==> src/design/swk_status_pkg.sv <==
package swk_status_pkg;

   // Register offsets (7-bit status address space)
   localparam logic [6:0] INPUT_LEVEL_ADDR   = 7'h48;
   localparam logic [6:0] OVERLOAD_ADDR      = 7'h54;
   localparam logic [6:0] OPEN_LOAD_ADDR     = 7'h55;
   localparam logic [6:0] SWK_STATUS_ADDR    = 7'h70;
   localparam logic [6:0] SWK_ERR_COUNT_ADDR = 7'h71;

   // Input level field positions
   localparam int LVL_DEV_BIT  = 7;
   localparam int LVL_CFG_BIT  = 6;
   localparam int LVL_IO2_BIT  = 5;
   localparam int LVL_IO1_BIT  = 4;
   localparam int LVL_WK_LSB   = 0;

   // Selective wake status field positions
   localparam int SWK_SYNC_BIT = 6;
   localparam int SWK_SIL_BIT  = 3;
   localparam int WAKE_ACT_BIT = 2;
   localparam int SWK_WUP_BIT  = 1;
   localparam int SWK_WUF_BIT  = 0;

   // Restart keep masks and reset values
   localparam logic [7:0] FLAG_RESET_VAL   = 8'h00;
   localparam logic [7:0] HS_RESTART_KEEP  = 8'h0f;
   localparam logic [7:0] SWK_RESTART_KEEP = 8'h4f;
   localparam logic [7:0] ECNT_RESTART_KEEP = 8'h3f;
   localparam logic [7:0] LVL_POR_KEEP     = 8'hc7;
   localparam logic [7:0] LVL_RESTART_KEEP = 8'hf7;

   // Transceiver mode value that never activates selective wake
   localparam logic [2:0] CAN_MODE_NO_SWK = 3'h4;
   localparam int         CAN_MODE_SWK_BIT = 2;

   // Error counter overflow threshold
   localparam logic [5:0] ECNT_OVERFLOW = 6'h20;

   typedef enum logic [1:0] {
      MODE_OTHER,
      MODE_NORMAL,
      MODE_STOP
   } sbc_mode_t;

   typedef enum logic [1:0] {
      IO_OFF,
      IO_WAKE,
      IO_LOW_SIDE,
      IO_HIGH_SIDE
   } io_cfg_t;

endpackage

==> src/design/wake_switch_swk_status_bank.sv <==
`timescale 1ns/10ps

module wake_switch_swk_status_bank
   import swk_status_pkg::*;
(
   input  wire logic       clk_i,
   input  wire logic       arst_n_i,
   input  wire logic       soft_rst_i,
   input  wire logic       restart_i,
   input  wire logic       dev_strap_i,
   input  wire logic       pullup_detect_i,
   input  wire logic [2:0] wake_pin_i,
   input  wire logic [2:0] wake_cyclic_i,
   input  wire logic [2:0] wake_sample_i,
   input  wire logic [1:0] io_pin_i,
   input  wire logic [1:0] io_is_gpio_i,
   input  wire io_cfg_t    io_cfg_i [2],
   input  wire sbc_mode_t  sbc_mode_i,
   input  wire logic [3:0] hs_overload_i,
   input  wire logic [3:0] hs_open_load_i,
   input  wire logic [2:0] can_mode_i,
   input  wire logic       can_mode_wr_i,
   input  wire logic       config_valid_bit_i,
   input  wire logic       config_error_i,
   input  wire logic       frame_ok_i,
   input  wire logic       frame_error_i,
   input  wire logic       silence_exceeded_i,
   input  wire logic       wup_detect_i,
   input  wire logic       wuf_detect_i,
   input  wire logic       swk_clear_i,
   input  wire logic       rd_en_i,
   input  wire logic [6:0] rd_addr_i,
   output logic      [7:0] rd_data_o,
   output logic            partial_wake_system_error_o,
   output logic            partial_wake_active_o
);

   logic [2:0] wake_level;
   logic [1:0] io_level;
   logic [7:0] overload_flags;
   logic [7:0] open_load_flags;
   logic       lvl_clear_hi;
   logic       any_reset;
   logic       dev_q;
   logic       cfg_q;
   logic       sync_q;
   logic       sil_q;
   logic       act_q;
   logic       wup_q;
   logic       wuf_q;
   logic       sys_error_q;
   logic [5:0] ecnt_q;
   logic [2:0] can_mode_q;
   logic [7:0] input_level_status;
   logic [7:0] selective_wake_status;
   logic [7:0] selective_wake_error_count;
   logic       mode_change;
   logic       swk_enabled;

   // Address match used by both read data mux and read-clear strobes
   function automatic logic addr_hit(input logic [6:0] a, input logic [6:0] r);
      addr_hit = (a == r);
   endfunction

   assign any_reset    = soft_rst_i;
   assign lvl_clear_hi = soft_rst_i;
   assign swk_enabled  = can_mode_i[CAN_MODE_SWK_BIT];

   // Strap levels tracked continuously; pins are synchronous inputs
   always_ff @(posedge clk_i or negedge arst_n_i) begin
      if (!arst_n_i) begin
         dev_q <= 1'b0;
         cfg_q <= 1'b0;
      end else begin
         dev_q <= dev_strap_i;
         cfg_q <= pullup_detect_i;
      end
   end

   // Wake inputs: live level, or last sample in cyclic/wake mode
   genvar gi;
   generate
      for (gi = 0; gi < 3; gi++) begin : g_wake
         level_sampler u_wake (
            .clk_i    (clk_i),
            .arst_n_i (arst_n_i),
            .clear_i  (1'b0),
            .update_i (wake_cyclic_i[gi] ? wake_sample_i[gi] : 1'b1),
            .pin_i    (wake_pin_i[gi]),
            .level_o  (wake_level[gi])
         );
      end
      // General I/O levels: no cyclic sensing, refresh gated by mode and config
      for (gi = 0; gi < 2; gi++) begin : g_io
         level_sampler u_io (
            .clk_i    (clk_i),
            .arst_n_i (arst_n_i),
            .clear_i  (lvl_clear_hi),
            .update_i (io_is_gpio_i[gi] && io_cfg_i[gi] != IO_OFF &&
                       (sbc_mode_i == MODE_NORMAL || sbc_mode_i == MODE_STOP)),
            .pin_i    (io_pin_i[gi]),
            .level_o  (io_level[gi])
         );
      end
   endgenerate

   // Bit 3 reserved, always zero
   assign input_level_status = {dev_q, cfg_q, io_level[1], io_level[0], 1'b0,
                                wake_level};

   // High-side fault flags, cleared by reading the register
   fault_flag_bank u_overload (
      .clk_i        (clk_i),
      .arst_n_i     (arst_n_i),
      .soft_rst_i   (any_reset),
      .restart_i    (restart_i),
      .detect_i     (hs_overload_i),
      .read_clear_i (rd_en_i && addr_hit(rd_addr_i, OVERLOAD_ADDR)),
      .flags_o      (overload_flags)
   );

   fault_flag_bank u_open_load (
      .clk_i        (clk_i),
      .arst_n_i     (arst_n_i),
      .soft_rst_i   (any_reset),
      .restart_i    (restart_i),
      .detect_i     (hs_open_load_i),
      .read_clear_i (rd_en_i && addr_hit(rd_addr_i, OPEN_LOAD_ADDR)),
      .flags_o      (open_load_flags)
   );

   // Mode write that changes the field and is not the blocked value
   assign mode_change = can_mode_wr_i && (can_mode_i != can_mode_q) &&
                        (can_mode_i != CAN_MODE_NO_SWK);

   always_ff @(posedge clk_i or negedge arst_n_i) begin
      if (!arst_n_i) begin
         can_mode_q <= 3'h0;
      end else if (can_mode_wr_i) begin
         can_mode_q <= can_mode_i;
      end
   end

   // System error only set while selective wake enabled; host clear applies in any mode
   always_ff @(posedge clk_i or negedge arst_n_i) begin
      if (!arst_n_i) begin
         sys_error_q <= 1'b0;
      end else if (soft_rst_i) begin
         sys_error_q <= 1'b0;
      end else if (swk_enabled && (config_error_i || ecnt_q == ECNT_OVERFLOW)) begin
         sys_error_q <= 1'b1;
      end else if (swk_clear_i) begin
         sys_error_q <= 1'b0;
      end
   end

   // Frame error counter: count errors up to overflow, good frames count down only below overflow
   always_ff @(posedge clk_i or negedge arst_n_i) begin
      if (!arst_n_i) begin
         ecnt_q <= 6'h00;
      end else if (soft_rst_i) begin
         ecnt_q <= 6'h00;
      end else if (frame_error_i && ecnt_q != ECNT_OVERFLOW) begin
         ecnt_q <= ecnt_q + 6'h01;
      end else if (frame_ok_i && ecnt_q != 6'h00 && ecnt_q != ECNT_OVERFLOW) begin
         ecnt_q <= ecnt_q - 6'h01;
      end
   end

   // Activation state: restart retains bits 6 and 3:0 as they were
   always_ff @(posedge clk_i or negedge arst_n_i) begin
      if (!arst_n_i) begin
         act_q <= 1'b0;
      end else if (soft_rst_i) begin
         act_q <= 1'b0;
      end else if (!swk_enabled || sys_error_q || !config_valid_bit_i) begin
         act_q <= 1'b0;
      end else if (mode_change) begin
         act_q <= 1'b1;
      end
   end

   // Event flags: hardware set wins over host clear
   always_ff @(posedge clk_i or negedge arst_n_i) begin
      if (!arst_n_i) begin
         sync_q <= 1'b0;
         sil_q  <= 1'b0;
         wup_q  <= 1'b0;
         wuf_q  <= 1'b0;
      end else if (soft_rst_i) begin
         sync_q <= 1'b0;
         sil_q  <= 1'b0;
         wup_q  <= 1'b0;
         wuf_q  <= 1'b0;
      end else begin
         sync_q <= (frame_ok_i && act_q) || (sync_q && !swk_clear_i);
         sil_q  <= (silence_exceeded_i && act_q) || (sil_q && !swk_clear_i);
         wup_q  <= wup_detect_i || (wup_q && !swk_clear_i);
         wuf_q  <= wuf_detect_i || (wuf_q && !swk_clear_i);
      end
   end

   // Reserved bits 7 and 5:4 tied low
   assign selective_wake_status = {1'b0, sync_q, 2'b00, sil_q, act_q, wup_q, wuf_q};
   assign selective_wake_error_count = {2'b00, ecnt_q};

   // Registered read data; unmapped addresses read zero
   always_ff @(posedge clk_i or negedge arst_n_i) begin
      if (!arst_n_i) begin
         rd_data_o <= 8'h00;
      end else if (rd_en_i) begin
         if (addr_hit(rd_addr_i, INPUT_LEVEL_ADDR)) begin
            rd_data_o <= input_level_status;
         end else if (addr_hit(rd_addr_i, OVERLOAD_ADDR)) begin
            rd_data_o <= overload_flags;
         end else if (addr_hit(rd_addr_i, OPEN_LOAD_ADDR)) begin
            rd_data_o <= open_load_flags;
         end else if (addr_hit(rd_addr_i, SWK_STATUS_ADDR)) begin
            rd_data_o <= selective_wake_status;
         end else if (addr_hit(rd_addr_i, SWK_ERR_COUNT_ADDR)) begin
            rd_data_o <= selective_wake_error_count;
         end else begin
            rd_data_o <= 8'h00;
         end
      end
   end

   assign partial_wake_system_error_o = sys_error_q;
   assign partial_wake_active_o       = act_q;

   strap_track_a: assert property (@(posedge clk_i) disable iff (!arst_n_i)
      1'b1 |=> dev_q == $past(dev_strap_i))
      else $error("Development level not tracking strap");

   pullup_track_a: assert property (@(posedge clk_i) disable iff (!arst_n_i)
      1'b1 |=> cfg_q == $past(pullup_detect_i))
      else $error("Pull-up status not tracking");

   io_hold_a: assert property (@(posedge clk_i) disable iff (!arst_n_i)
      (sbc_mode_i == MODE_OTHER && !soft_rst_i) |=> $stable(io_level))
      else $error("I/O level refreshed outside normal or stop");

   reserved_zero_a: assert property (@(posedge clk_i) disable iff (!arst_n_i)
      rd_en_i |=> rd_data_o[3] == 1'b0 || $past(rd_addr_i) != INPUT_LEVEL_ADDR)
      else $error("Reserved bit read non-zero");

   blocked_mode_a: assert property (@(posedge clk_i) disable iff (!arst_n_i)
      (!act_q && can_mode_wr_i && can_mode_i == CAN_MODE_NO_SWK) |=> !act_q)
      else $error("Selective wake activated by blocked mode");

   active_cond_a: assert property (@(posedge clk_i) disable iff (!arst_n_i)
      act_q |-> $past(swk_enabled) && !$past(sys_error_q) && $past(config_valid_bit_i))
      else $error("Selective wake active without conditions");

   sys_error_set_a: assert property (@(posedge clk_i) disable iff (!arst_n_i)
      (swk_enabled && config_error_i && !soft_rst_i) |=> sys_error_q)
      else $error("System error not set on config error");

   soft_reset_a: assert property (@(posedge clk_i) disable iff (!arst_n_i)
      soft_rst_i |=> selective_wake_status == 8'h00 && ecnt_q == 6'h00)
      else $error("Wake status not cleared by soft reset");

   // Level, fault and wake event paths, each checked one cycle after its cause
   wake_level_a: assert property (@(posedge clk_i) disable iff (!arst_n_i)
      (wake_cyclic_i == 3'h0) |=> wake_level == $past(wake_pin_i))
      else $error("Wake level not following pins");

   cyclic_hold_a: assert property (@(posedge clk_i) disable iff (!arst_n_i)
      (wake_cyclic_i[0] && !wake_sample_i[0]) |=> $stable(wake_level[0]))
      else $error("Cyclic wake level moved without a sample");

   cyclic_sample_a: assert property (@(posedge clk_i) disable iff (!arst_n_i)
      (wake_cyclic_i[0] && wake_sample_i[0]) |=> wake_level[0] == $past(wake_pin_i[0]))
      else $error("Cyclic wake level not rewritten on sample");

   io_refresh_a: assert property (@(posedge clk_i) disable iff (!arst_n_i)
      (io_is_gpio_i[1] && io_cfg_i[1] == IO_HIGH_SIDE && sbc_mode_i == MODE_NORMAL &&
       !soft_rst_i) |=> io_level[1] == $past(io_pin_i[1]))
      else $error("I/O level not shown for a switch pin");

   io_soft_clear_a: assert property (@(posedge clk_i) disable iff (!arst_n_i)
      soft_rst_i |=> io_level == 2'b00 && input_level_status[3] == 1'b0)
      else $error("Input level bits not cleared by soft reset");

   overload_read_a: assert property (@(posedge clk_i) disable iff (!arst_n_i)
      (rd_en_i && rd_addr_i == OVERLOAD_ADDR) |=> rd_data_o == $past(overload_flags))
      else $error("Overload flags not returned on read");

   open_load_read_a: assert property (@(posedge clk_i) disable iff (!arst_n_i)
      (rd_en_i && rd_addr_i == OPEN_LOAD_ADDR) |=> rd_data_o == $past(open_load_flags))
      else $error("Open-load flags not returned on read");

   restart_keep_a: assert property (@(posedge clk_i) disable iff (!arst_n_i)
      (restart_i && !soft_rst_i) |=>
      (overload_flags & $past(overload_flags)) == $past(overload_flags) &&
      (open_load_flags & $past(open_load_flags)) == $past(open_load_flags))
      else $error("Fault flag lost on restart");

   sync_set_a: assert property (@(posedge clk_i) disable iff (!arst_n_i)
      (frame_ok_i && act_q && !soft_rst_i) |=> sync_q)
      else $error("Sync flag not set on good frame");

   silence_set_a: assert property (@(posedge clk_i) disable iff (!arst_n_i)
      (silence_exceeded_i && act_q && !soft_rst_i) |=> sil_q)
      else $error("Silence flag not set while active");

   wake_event_a: assert property (@(posedge clk_i) disable iff (!arst_n_i)
      (wup_detect_i && wuf_detect_i && !soft_rst_i) |=> wup_q && wuf_q)
      else $error("Wake pattern or frame flag not set");

   count_restart_a: assert property (@(posedge clk_i) disable iff (!arst_n_i)
      (restart_i && !soft_rst_i && !frame_error_i && !frame_ok_i) |=> $stable(ecnt_q))
      else $error("Error count changed by restart");

   sticky_status_a: assert property (@(posedge clk_i) disable iff (!arst_n_i)
      (sync_q && !swk_clear_i && !soft_rst_i) |=> sync_q)
      else $error("Sync flag cleared without host");

   error_hold_a: assert property (@(posedge clk_i) disable iff (!arst_n_i)
      (!swk_enabled && !swk_clear_i && !soft_rst_i) |=> $stable(sys_error_q))
      else $error("System error updated while disabled");

   activation_set_a: assert property (@(posedge clk_i) disable iff (!arst_n_i)
      (mode_change && swk_enabled && !sys_error_q && config_valid_bit_i && !soft_rst_i)
      |=> act_q)
      else $error("Selective wake not activated on mode change");

endmodule

==> src/design/fault_flag_bank.sv <==
`timescale 1ns/10ps
// Four read-clear fault flags with restart retention
module fault_flag_bank
   import swk_status_pkg::*;
(
   input  wire logic       clk_i,
   input  wire logic       arst_n_i,
   input  wire logic       soft_rst_i,
   input  wire logic       restart_i,
   input  wire logic [3:0] detect_i,
   input  wire logic       read_clear_i,
   output logic      [7:0] flags_o
);

   logic [3:0] flag_q;

   // Set wins over a simultaneous read-clear so no event is lost
   always_ff @(posedge clk_i or negedge arst_n_i) begin
      if (!arst_n_i) begin
         flag_q <= 4'h0;
      end else if (soft_rst_i) begin
         flag_q <= 4'h0;
      end else if (restart_i) begin
         flag_q <= flag_q | detect_i;
      end else if (read_clear_i) begin
         flag_q <= detect_i;
      end else begin
         flag_q <= flag_q | detect_i;
      end
   end

   assign flags_o = {4'h0, flag_q};

   flag_persist_a: assert property (@(posedge clk_i) disable iff (!arst_n_i)
      (read_clear_i && !soft_rst_i && detect_i[0]) |=> flag_q[0])
      else $error("Persisting fault lost after read-clear");

   flag_sticky_a: assert property (@(posedge clk_i) disable iff (!arst_n_i)
      (flag_q[1] && !read_clear_i && !soft_rst_i) |=> flag_q[1])
      else $error("Fault flag cleared without host");

endmodule

==> src/design/level_sampler.sv <==
`timescale 1ns/10ps
// Level capture for one pin: refresh on enable, force low on clear
module level_sampler (
   input  wire logic clk_i,
   input  wire logic arst_n_i,
   input  wire logic clear_i,
   input  wire logic update_i,
   input  wire logic pin_i,
   output logic      level_o
);

   logic level_q;

   // Clear has priority so a reset value is not overwritten same cycle
   always_ff @(posedge clk_i or negedge arst_n_i) begin
      if (!arst_n_i) begin
         level_q <= 1'b0;
      end else if (clear_i) begin
         level_q <= 1'b0;
      end else if (update_i) begin
         level_q <= pin_i;
      end
   end

   assign level_o = level_q;

endmodule

==> config.mk <==
export PLATFORM = sky130hd
export DESIGN_NAME = wake_switch_swk_status_bank
export DESIGN_NICKNAME = d
export VERILOG_FILES = /design/src/design/swk_status_pkg.sv /design/src/design/wake_switch_swk_status_bank.sv /design/src/design/fault_flag_bank.sv /design/src/design/level_sampler.sv
export SDC_FILE = /design/constraint.sdc
export NUM_CORES = 1
export LEC_CHECK = 0
export BUFFER_PORTS_ARGS = -buffer_cell sky130_fd_sc_hd__buf_2
export CORE_MARGIN = 4
export CORE_UTILIZATION = 25
export DETAILED_ROUTE_END_ITERATION = 6
export PLACE_DENSITY = 0.53
export SLEW_MARGIN = 20
export SYNTH_ARGS = -nofsm -noshare
export SYNTH_HDL_FRONTEND = slang
export SYNTH_HIERARCHICAL = 1
export SYNTH_SLANG_ARGS = --single-unit
==> constraint.sdc <==
create_clock -name clk_i -period 3.98 [get_ports clk_i]
set_clock_uncertainty 0.2 [all_clocks]
set_input_delay 0.398 -clock clk_i [delete_from_list [all_inputs] [get_ports clk_i]]
set_output_delay 0.398 -clock clk_i [all_outputs]
set_load 0.05 [all_outputs]
==> results.toml, run 1 <==
[detailed_routing]
post_drt_wl_per_cell_um = 14.23
firstDrtPassIters = 4
ant_nets = 0
route.vias.total = 1953
drc_errors = 0
drt_first_iter_violations = 62
via_per_inst = 4.752
wl_um = 5850

[clocking]
clockBufferDepth = 2
clock_latency_ns = 0.29
cts_resized = 0
postCtsSetupBuffers = 0
clkSinkCount = 38
clk_pin_slew_ns = 0.08
cts_inserted_buffers = 5
cts_root_buf = "clkbuf_8"
cts-htree-levels = 2
cts_tree = "yes"

[worst_setup_path]
cpMaxStageDelayCell = "dfrtp_1"
cp.arrival_ns = 2.54
cp-end-kind = "register"
cp_num_buf_inv = 0
start_kind = "register"
slowest_delay_ns = 0.43
path_cells = "nor3b_1, a21bo_2, ha_1, a21oi_1, o211ai_1, a211o_1, o311a_1"
critical_path_class = "reg2reg"
worstPathMaxFanout = 10
worst_ep_required_time_ns = 3.95
cp_top_family = "compound AO/OA/AOI/OAI gates"

[synth]
avgSynthCellArea_um2 = 9.690
ys_ff_latch = 38
netlist_area_mm2 = 0.002316
synth_top_flop_cell = "dfrtp_1"
yosysUniqueCellTypes = 60
synth_edf_count = 0
synth_seq_area_share_pct = 41.06
async_flop_share_pct = 100.0
syn_inst = 239
ys.warnings.count = 6

[global_routing]
grt_usage_pct = 10.75
grt_pass1_wl_um = 9535
antenna_found_initial = 0
overflow = 0
first_global_vias = 1902
grt_max_degree = 39

[sta]
relSlewSlack_pct = 41.70
grt_setup_unrepaired = "no"
slew_violations = 0
fmax_mhz = 389.3
finalSetupViolations = 0
tns_ns = 0
worstMarginPinSlew_ns = 0.8745
setup_slack_ns = 1.411
fin_crit_ns = 2.569
finalCritPeriodShare_pct = 64.54
finalHoldViolCount = 0

[place]
gp_congestion = 0.8233
io_buffer_count = 62
pre_cts_ws_ns = 1.424
dpl.hpwl_um = 4486

[die]
die_h_um = 104.3
start_util_pct = 26.17
die_area_mm2 = 0.01087
die_w_um = 104.3
core_mm2 = 0.008848
rows = 34
ios = 63

[cells_and_area]
fillers = 954
syn2layout_area_growth_pct = 21.18
drive_gt1_share_pct = 28.05
num-nets-final = 360
layout_commonest_cell = "buf_2"
antenna_cells = 0
layout_common_cells = "62 x buf_2, 38 x dfrtp_1, 15 x nor2_1, 14 x nand2b_1"

[worst_hold_path]
hold_class = "in2async"

[power]
vdd_drop_max_mv = 0.1701
p_leak_nw = 1.256
power_density_mw_per_mm2 = 404.0

[flow_run]
max_cap_violations = 0

[run_status]
status = "complete, no violations"
==> power breakdown <==
part / total (mW) / internal (mW) / switching, mW
Sequential: 0.488 / 0.433 / 0.0554
Clock: 0.285 / 0.139 / 0.145
Combinational: 0.361 / 0.162 / 0.199
==> timing repair <==
action | CTS | global route
hold buffers | 1 | 1
endpoints found under the hold margin | 1 | 1
endpoints found under the setup margin | 0 | 0
==> state kept, by name, summed over array words and instances (netlist names) <==
name and cells:
sync_q 1, u_open_load/flag_q 4, wup_q 1, dev_q 1, sil_q 1, g_io.u_io/level_o 2, partial_wake_active_o 1, rd_data_o 8
u_overload/flag_q 4, ecnt_q 6, cfg_q 1, wuf_q 1, g_wake.u_wake/level_o 3, partial_wake_system_error_o 1, can_mode_q 3
==> worst paths after layout <==
check / from / to / slack [ns] / depth (start not counted)
min in group clk_i: wup_detect_i / wup_q / 0.13 / 3
hold reg to reg: can_mode_q[2] / can_mode_q[2] / 0.31 / 1
max in group asynchronous: arst_n_i / sil_q / 3.01 / 1
setup / recovery: ecnt_q[3] / ecnt_q[5] / 1.41 / 7
setup reg to reg: ecnt_q[3] / ecnt_q[5] / 1.41 / 7
hold / removal: arst_n_i / dev_q / 0.02 / 1
==> layout make-up <==
cell class | instances | area (um2) | area share (%)
clock inverters | 2 | 12.51 | 0.4458
repair buffers | 64 | 330.3 | 11.77
multi-input cells | 181 | 1250 | 44.54
inverters | 12 | 45.04 | 1.605
clock buffers | 6 | 82.58 | 2.942
well taps | 108 | 135.1 | 4.815
flip-flops and latches | 38 | 950.9 | 33.88
==> per-layer routing <==
metal	part of all wire, %	global-route usage [%]
met2	43	15.55
met5	0	0
met4	0.70	2.564
met1	50	15.53
met3	7.2	3.352
==> cells by family (layout without fill, tap and decap cells) <==
logic type	count (synthesis)	after routing	synth area share, %
other	3	11	0.4862
and+or+nand+nor	79	79	21.12
xor gates and xnor gates	3	3	1.135
AOI/OAI and AO/OA	74	74	22.85
muxes	9	9	4.052
adders and majority gates	5	5	3.026
DFF	38	38	41.06
buffers and inverters	28	84	6.267
==> cell usage after synthesis, types with 2 or more instances <==
cell / number / area [um2]
clkbuf_1: 5 / 18.77
buf_2: 2 / 10.01
xnor2_1: 2 / 17.52
inv_1: 12 / 45.04
a211oi_1: 2 / 15.01
a2bb2oi_1: 5 / 43.79
o41ai_1: 3 / 26.28
o21ai_0: 7 / 35.03
buf_4: 8 / 60.06
a22oi_1: 3 / 22.52
a31oi_1: 10 / 62.56
conb_1: 3 / 11.26
and2_1: 3 / 18.77
dfrtp_1: 38 / 950.9
o22ai_1: 13 / 81.33
nor3b_1: 2 / 15.01
o21a_1: 2 / 15.01
nand2b_1: 14 / 87.58
a21oi_1: 8 / 40.04
nor2b_1: 7 / 43.79
o221ai_1: 2 / 17.52
ha_1: 4 / 50.05
nor2b_2: 2 / 17.52
a21bo_2: 2 / 20.02
nor2_1: 15 / 56.30
nand2_1: 13 / 48.80
o22a_1: 5 / 43.79
mux2_2: 3 / 33.78
a41oi_1: 3 / 26.28
mux2i_1: 6 / 60.06
nand4b_1: 3 / 26.28
nand3_1: 4 / 20.02
==> stage by stage <==
| stage | total power, mW | hold slack (ns) | instances | util, % | instance area (um2) |
|---|---|---|---|---|---|
| 6_report | 1.134 | 0.02099 | 411 | 31.72 | 2806 |
| 5_1_grt | 1.211 | 0.1039 | 411 | 31.72 | 2806 |
| 4_1_cts | 1.143 | 0.0003869 | 410 | 31.60 | 2796 |
| 3_5_place_dp | 0.8550 | 0.2939 | 401 | 30.42 | 2691 |
| 3_3_place_gp | 0.8446 | 0.2786 | 401 | 30.42 | 2691 |
| 2_1_floorplan | 0.7518 | -0.09759 | 247 | - | 2346 |
Power figures use the tool's default switching activity.
==> run 2: changes to the inputs <==
- PLACE_DENSITY: 0.53 -> 0.55
- clock period: 3.98 -> 2.17 ns (I/O delays scaled with it)
==> results.toml, run 2 (synthesized netlist as in run 1, its figures left out) <==
[sta]
fin_crit_ns = 2.265
relSlewSlack_pct = 43.61
setup_slack_ns = -0.09475
slew_violations = 0
finalHoldViolCount = 0
finalSetupViolations = 1
fmax_mhz = 441.5
grt_setup_unrepaired = "yes"
finalCritPeriodShare_pct = 104.4
worstMarginPinSlew_ns = 0.8459

[clocking]
clkSinkCount = 38
cts_root_buf = "clkbuf_8"
clk_pin_slew_ns = 0.08
clock_latency_ns = 0.29
cts_inserted_buffers = 5
clockBufferDepth = 2
cts-htree-levels = 2
cts_tree = "yes"

[detailed_routing]
route.vias.total = 2124
post_drt_wl_per_cell_um = 13.80
firstDrtPassIters = 4
drc_errors = 0
ant_nets = 0
wl_um = 6237
drt_first_iter_violations = 90
via_per_inst = 4.699

[worst_setup_path]
worst_ep_required_time_ns = 2.14
r2r_start = "ecnt_q[2]"
start_kind = "register"
cp.arrival_ns = 2.23
cp-startpoint = "ecnt_q[2]"
critical_path_class = "reg2reg"
worstPathMaxFanout = 7
cp-end-kind = "register"

[global_routing]
grt_usage_pct = 11.61
overflow = 0
grt_pass1_wl_um = 10440
grt_max_degree = 38
first_global_vias = 2124
antenna_found_initial = 0

[die]
ios = 63
die_area_mm2 = 0.01087
core_mm2 = 0.008848
start_util_pct = 26.17
die_w_um = 104.3
rows = 34
die_h_um = 104.3

[place]
io_buffer_count = 62
pre_cts_ws_ns = -0.1233
gp_congestion = 0.7751
dpl.hpwl_um = 4714

[cells_and_area]
syn2layout_area_growth_pct = 43.00
fillers = 903
antenna_cells = 0
num-nets-final = 401
largest-register = "rd_data_o"
largest_reg_flops = 8
reg_top3 = "rd_data_o x8, ecnt_q x6"
layout_common_cells = "62 x buf_2, 37 x dfrtp_1, 22 x dlygate4sd3_1, 20 x buf_4, 15 x nor2_1"
drive_gt1_share_pct = 34.01
final_util_pct = 37.43
layout_commonest_cell = "buf_2"

[power]
p_leak_nw = 1.481
power_density_mw_per_mm2 = 800.1
vdd_drop_max_mv = 0.3146
p_total_mw = 2.650

[run_status]
violations = "setup timing"
status = "complete, but fails checks"

[flow_run]
max_cap_violations = 0

[worst_hold_path]
hold_start = "can_mode_wr_i"
hold_class = "in2reg"
-- run 2: final timing paths --
kind,end,slack (ns),cells after the start
worst max-delay path,ecnt_q[5],-0.09,8
worst min-delay path,partial_wake_active_o,0.02,3
worst max register to register,ecnt_q[5],-0.09,8
worst min register to register,rd_data_o[7],0.30,2
max in group asynchronous,ecnt_q[0],0.80,2
min in group asynchronous,rd_data_o[4],0.38,2
-- run 2: worst max-delay path: stages (launching register included) --
cell	delay, ns
dfrtp_1	0.41
nor3_4	0.23
a21bo_4	0.22
buf_6	0.12
ha_4	0.19
a21oi_4	0.12
o211ai_1	0.14
a211o_1	0.24
o311a_1	0.29
-- run 2: cell type report --
class	instances	area [um2]	share of cell area [%]
Tap cell	108	135.1	4.080
Multi-Input combinational cell	181	1350	40.76
Sequential cell	38	952.2	28.75
Timing Repair Buffer	105	691.9	20.89
Inverter	12	45.04	1.360
Clock inverter	3	68.82	2.078
Clock buffer	5	68.82	2.078
-- run 2: per-stage QoR --
stage	hold WS [ns]	TNS (ns)	area, um2	instances
after global routing	0.01021	-0.2954	3312	452
final	0.02220	-0.09475	3312	452
after floorplan	-0.2786	-0.03723	2394	247
after CTS	0.01090	-0.1570	3264	448
after global placement	0.1277	-0.03019	2867	418
after detailed placement	0.1269	-0.1984	2867	418
-- run 2: where the power goes --
| part | switching, mW | internal [mW] | leakage, nW | total [mW] |
|---|---|---|---|---|
| logic | 0.524 | 0.542 | 0.930 | 1.07 |
| clock network | 0.265 | 0.461 | 0.0683 | 0.726 |
| registers | 0.0630 | 0.795 | 0.482 | 0.858 |
-- run 2: what timing repair did --
| action | 4_1_cts | 5_1_grt |
|---|---|---|
| hold endpoints to repair | 58 | 0 |
| hold buffers | 22 | 0 |
| pin swaps | 5 | 9 |
| setup endpoints to repair | 2 | 4 |
| gates cloned | 0 | 0 |
| setup buffers | 0 | 4 |
| gates resized for setup | 4 | 4 |
-- run 2: per-layer routing --
metal | vias up | GRT usage (%) | part of all wire (%)
met2 | 56 | 18.11 | 45
met3 | 5 | 3.166 | 5.3
met1 | 986 | 16.04 | 49
met4 | 0 | 2.564 | 0.59
li1 | 1077 | - | -
met5 | - | 0 | 0
==> run 3: changes to the inputs <==
- SETUP_SLACK_MARGIN: default -> 0.1
==> results.toml, run 3 (synthesized netlist as in run 1, its figures left out) <==
[run_status]
status = "complete, but fails checks"
violations = "setup timing"

[clocking]
clock_latency_ns = 0.29
clkSinkCount = 38
clk_pin_slew_ns = 0.08
cts_root_buf = "clkbuf_8"
clockBufferDepth = 2
cts-htree-levels = 2
cts_tree = "yes"
cts_inserted_buffers = 5

[global_routing]
antenna_found_initial = 0
first_global_vias = 2117
busiest_layer = "met2"
met2_usage_pct = 18.15
grt_use_met1_pct = 16.62
grt_pass1_wl_um = 10560
overflow = 0
grt_max_degree = 38
grtUsageMet3_pct = 2.917
grt_usage_pct = 11.76

[cells_and_area]
num-nets-final = 399
antenna_cells = 0
syn2layout_area_growth_pct = 39.71
layout_common_cells = "62 x buf_2, 37 x dfrtp_1, 22 x dlygate4sd3_1, 19 x buf_4, 15 x nor2_1"
layout_commonest_cell = "buf_2"
largest_reg_flops = 8
final_util_pct = 36.57
drive_gt1_share_pct = 33.33
largest-register = "rd_data_o"
reg_top3 = "rd_data_o x8, ecnt_q x6"
fillers = 905
stdcell_area_mm2 = 0.003236

[die]
rows = 34
start_util_pct = 26.17
die_h_um = 104.3
core_mm2 = 0.008848
die_w_um = 104.3
ios = 63
die_area_mm2 = 0.01087

[sta]
whs_ns = 0.01753
relSlewSlack_pct = 43.65
grt_setup_unrepaired = "yes"
slew_violations = 0
worstMarginPinSlew_ns = 0.8453
fin_crit_ns = 2.260
fmax_mhz = 442.4
finalSetupViolations = 1
finalHoldViolCount = 0
finalCritPeriodShare_pct = 104.2
setup_slack_ns = -0.09029

[detailed_routing]
drt_first_iter_violations = 79
via_per_inst = 4.687
wl_um = 6238
ant_nets = 0
drc_errors = 0
route.vias.total = 2109
firstDrtPassIters = 4
post_drt_wl_per_cell_um = 13.86

[flow_run]
max_cap_violations = 0

[worst_setup_path]
worst_ep_required_time_ns = 2.15
cp.arrival_ns = 2.24
start_kind = "register"
critical_path_class = "reg2reg"
regToRegSetupSlack_ns = -0.09
worstPathMaxFanout = 7
cp-end-kind = "register"

[power]
vdd_drop_max_mv = 0.2995
power_density_mw_per_mm2 = 743.1
p_leak_nw = 1.442

[place]
pre_cts_ws_ns = -0.08585
gp_congestion = 0.7723
dpl.hpwl_um = 4724
dpl-instance-area_mm2 = 0.002867
io_buffer_count = 62

[worst_hold_path]
hold_class = "in2reg"
## run 3: layout make-up
class,instances,area (um2),area share [%]
repair buffers,103,673.1,20.80
well taps,108,135.1,4.176
multi-input cells,181,1335,41.26
flip-flops and latches,38,952.2,29.43
clock inverters,2,12.51,0.3867
inverters,12,45.04,1.392
clock buffers,6,82.58,2.552
## run 3: repair_timing
item,4_1_cts,5_1_grt
pin swaps,7,3
endpoints found under the hold margin,58,0
buffers inserted,1,1
endpoints found under the setup margin,4,4
resized for setup,5,0
hold buffers,22,0
## run 3: worst max-delay path, stage by stage (launching register included)
cell and delay, ns:
dfrtp_1 0.39, nor3b_2 0.24, a21bo_4 0.27, ha_4 0.23, a21oi_2 0.14, o211ai_1 0.14
a211o_1 0.25, o311a_1 0.28
## run 3: final timing paths
kind,startpoint,to,depth (start not counted)
setup reg to reg,ecnt_q[4],ecnt_q[5],7
hold / removal,can_mode_wr_i,partial_wake_active_o,3
max in group asynchronous,arst_n_i,ecnt_q[0],2
setup / recovery,ecnt_q[4],ecnt_q[5],7
hold reg to reg,dev_q,rd_data_o[7],2
min in group asynchronous,arst_n_i,g_io[0].u_io/level_o,2
## run 3: report_power, final
| part | total, mW | switching, mW | internal, mW |
|---|---|---|---|
| clock | 0.520 | 0.264 | 0.256 |
| sequential | 0.854 | 0.0593 | 0.795 |
| combinational | 1.03 | 0.502 | 0.528 |
## run 3: per-stage QoR
stage / cells / power [mW] / setup TNS [ns]
final: 450 / 2.404 / -0.09029
after global routing: 450 / 2.579 / -0.2130
after CTS: 449 / 2.417 / -0.1005
after detailed placement: 418 / 1.789 / -0.1400
after global placement: 418 / 1.767 / -0.02928
after floorplan: 247 / 1.441 / -0.03723
## run 3: routing by layer
| metal | share of wire, % | vias up | wire [um] |
|---|---|---|---|
| li1 | - | 1074 | - |
| met1 | 49 | 958 | 3066 |
| met2 | 44 | 70 | 2734 |
| met3 | 6.2 | 7 | 387 |
| met4 | 0.82 | 0 | 51 |
| met5 | 0 | - | 0 |
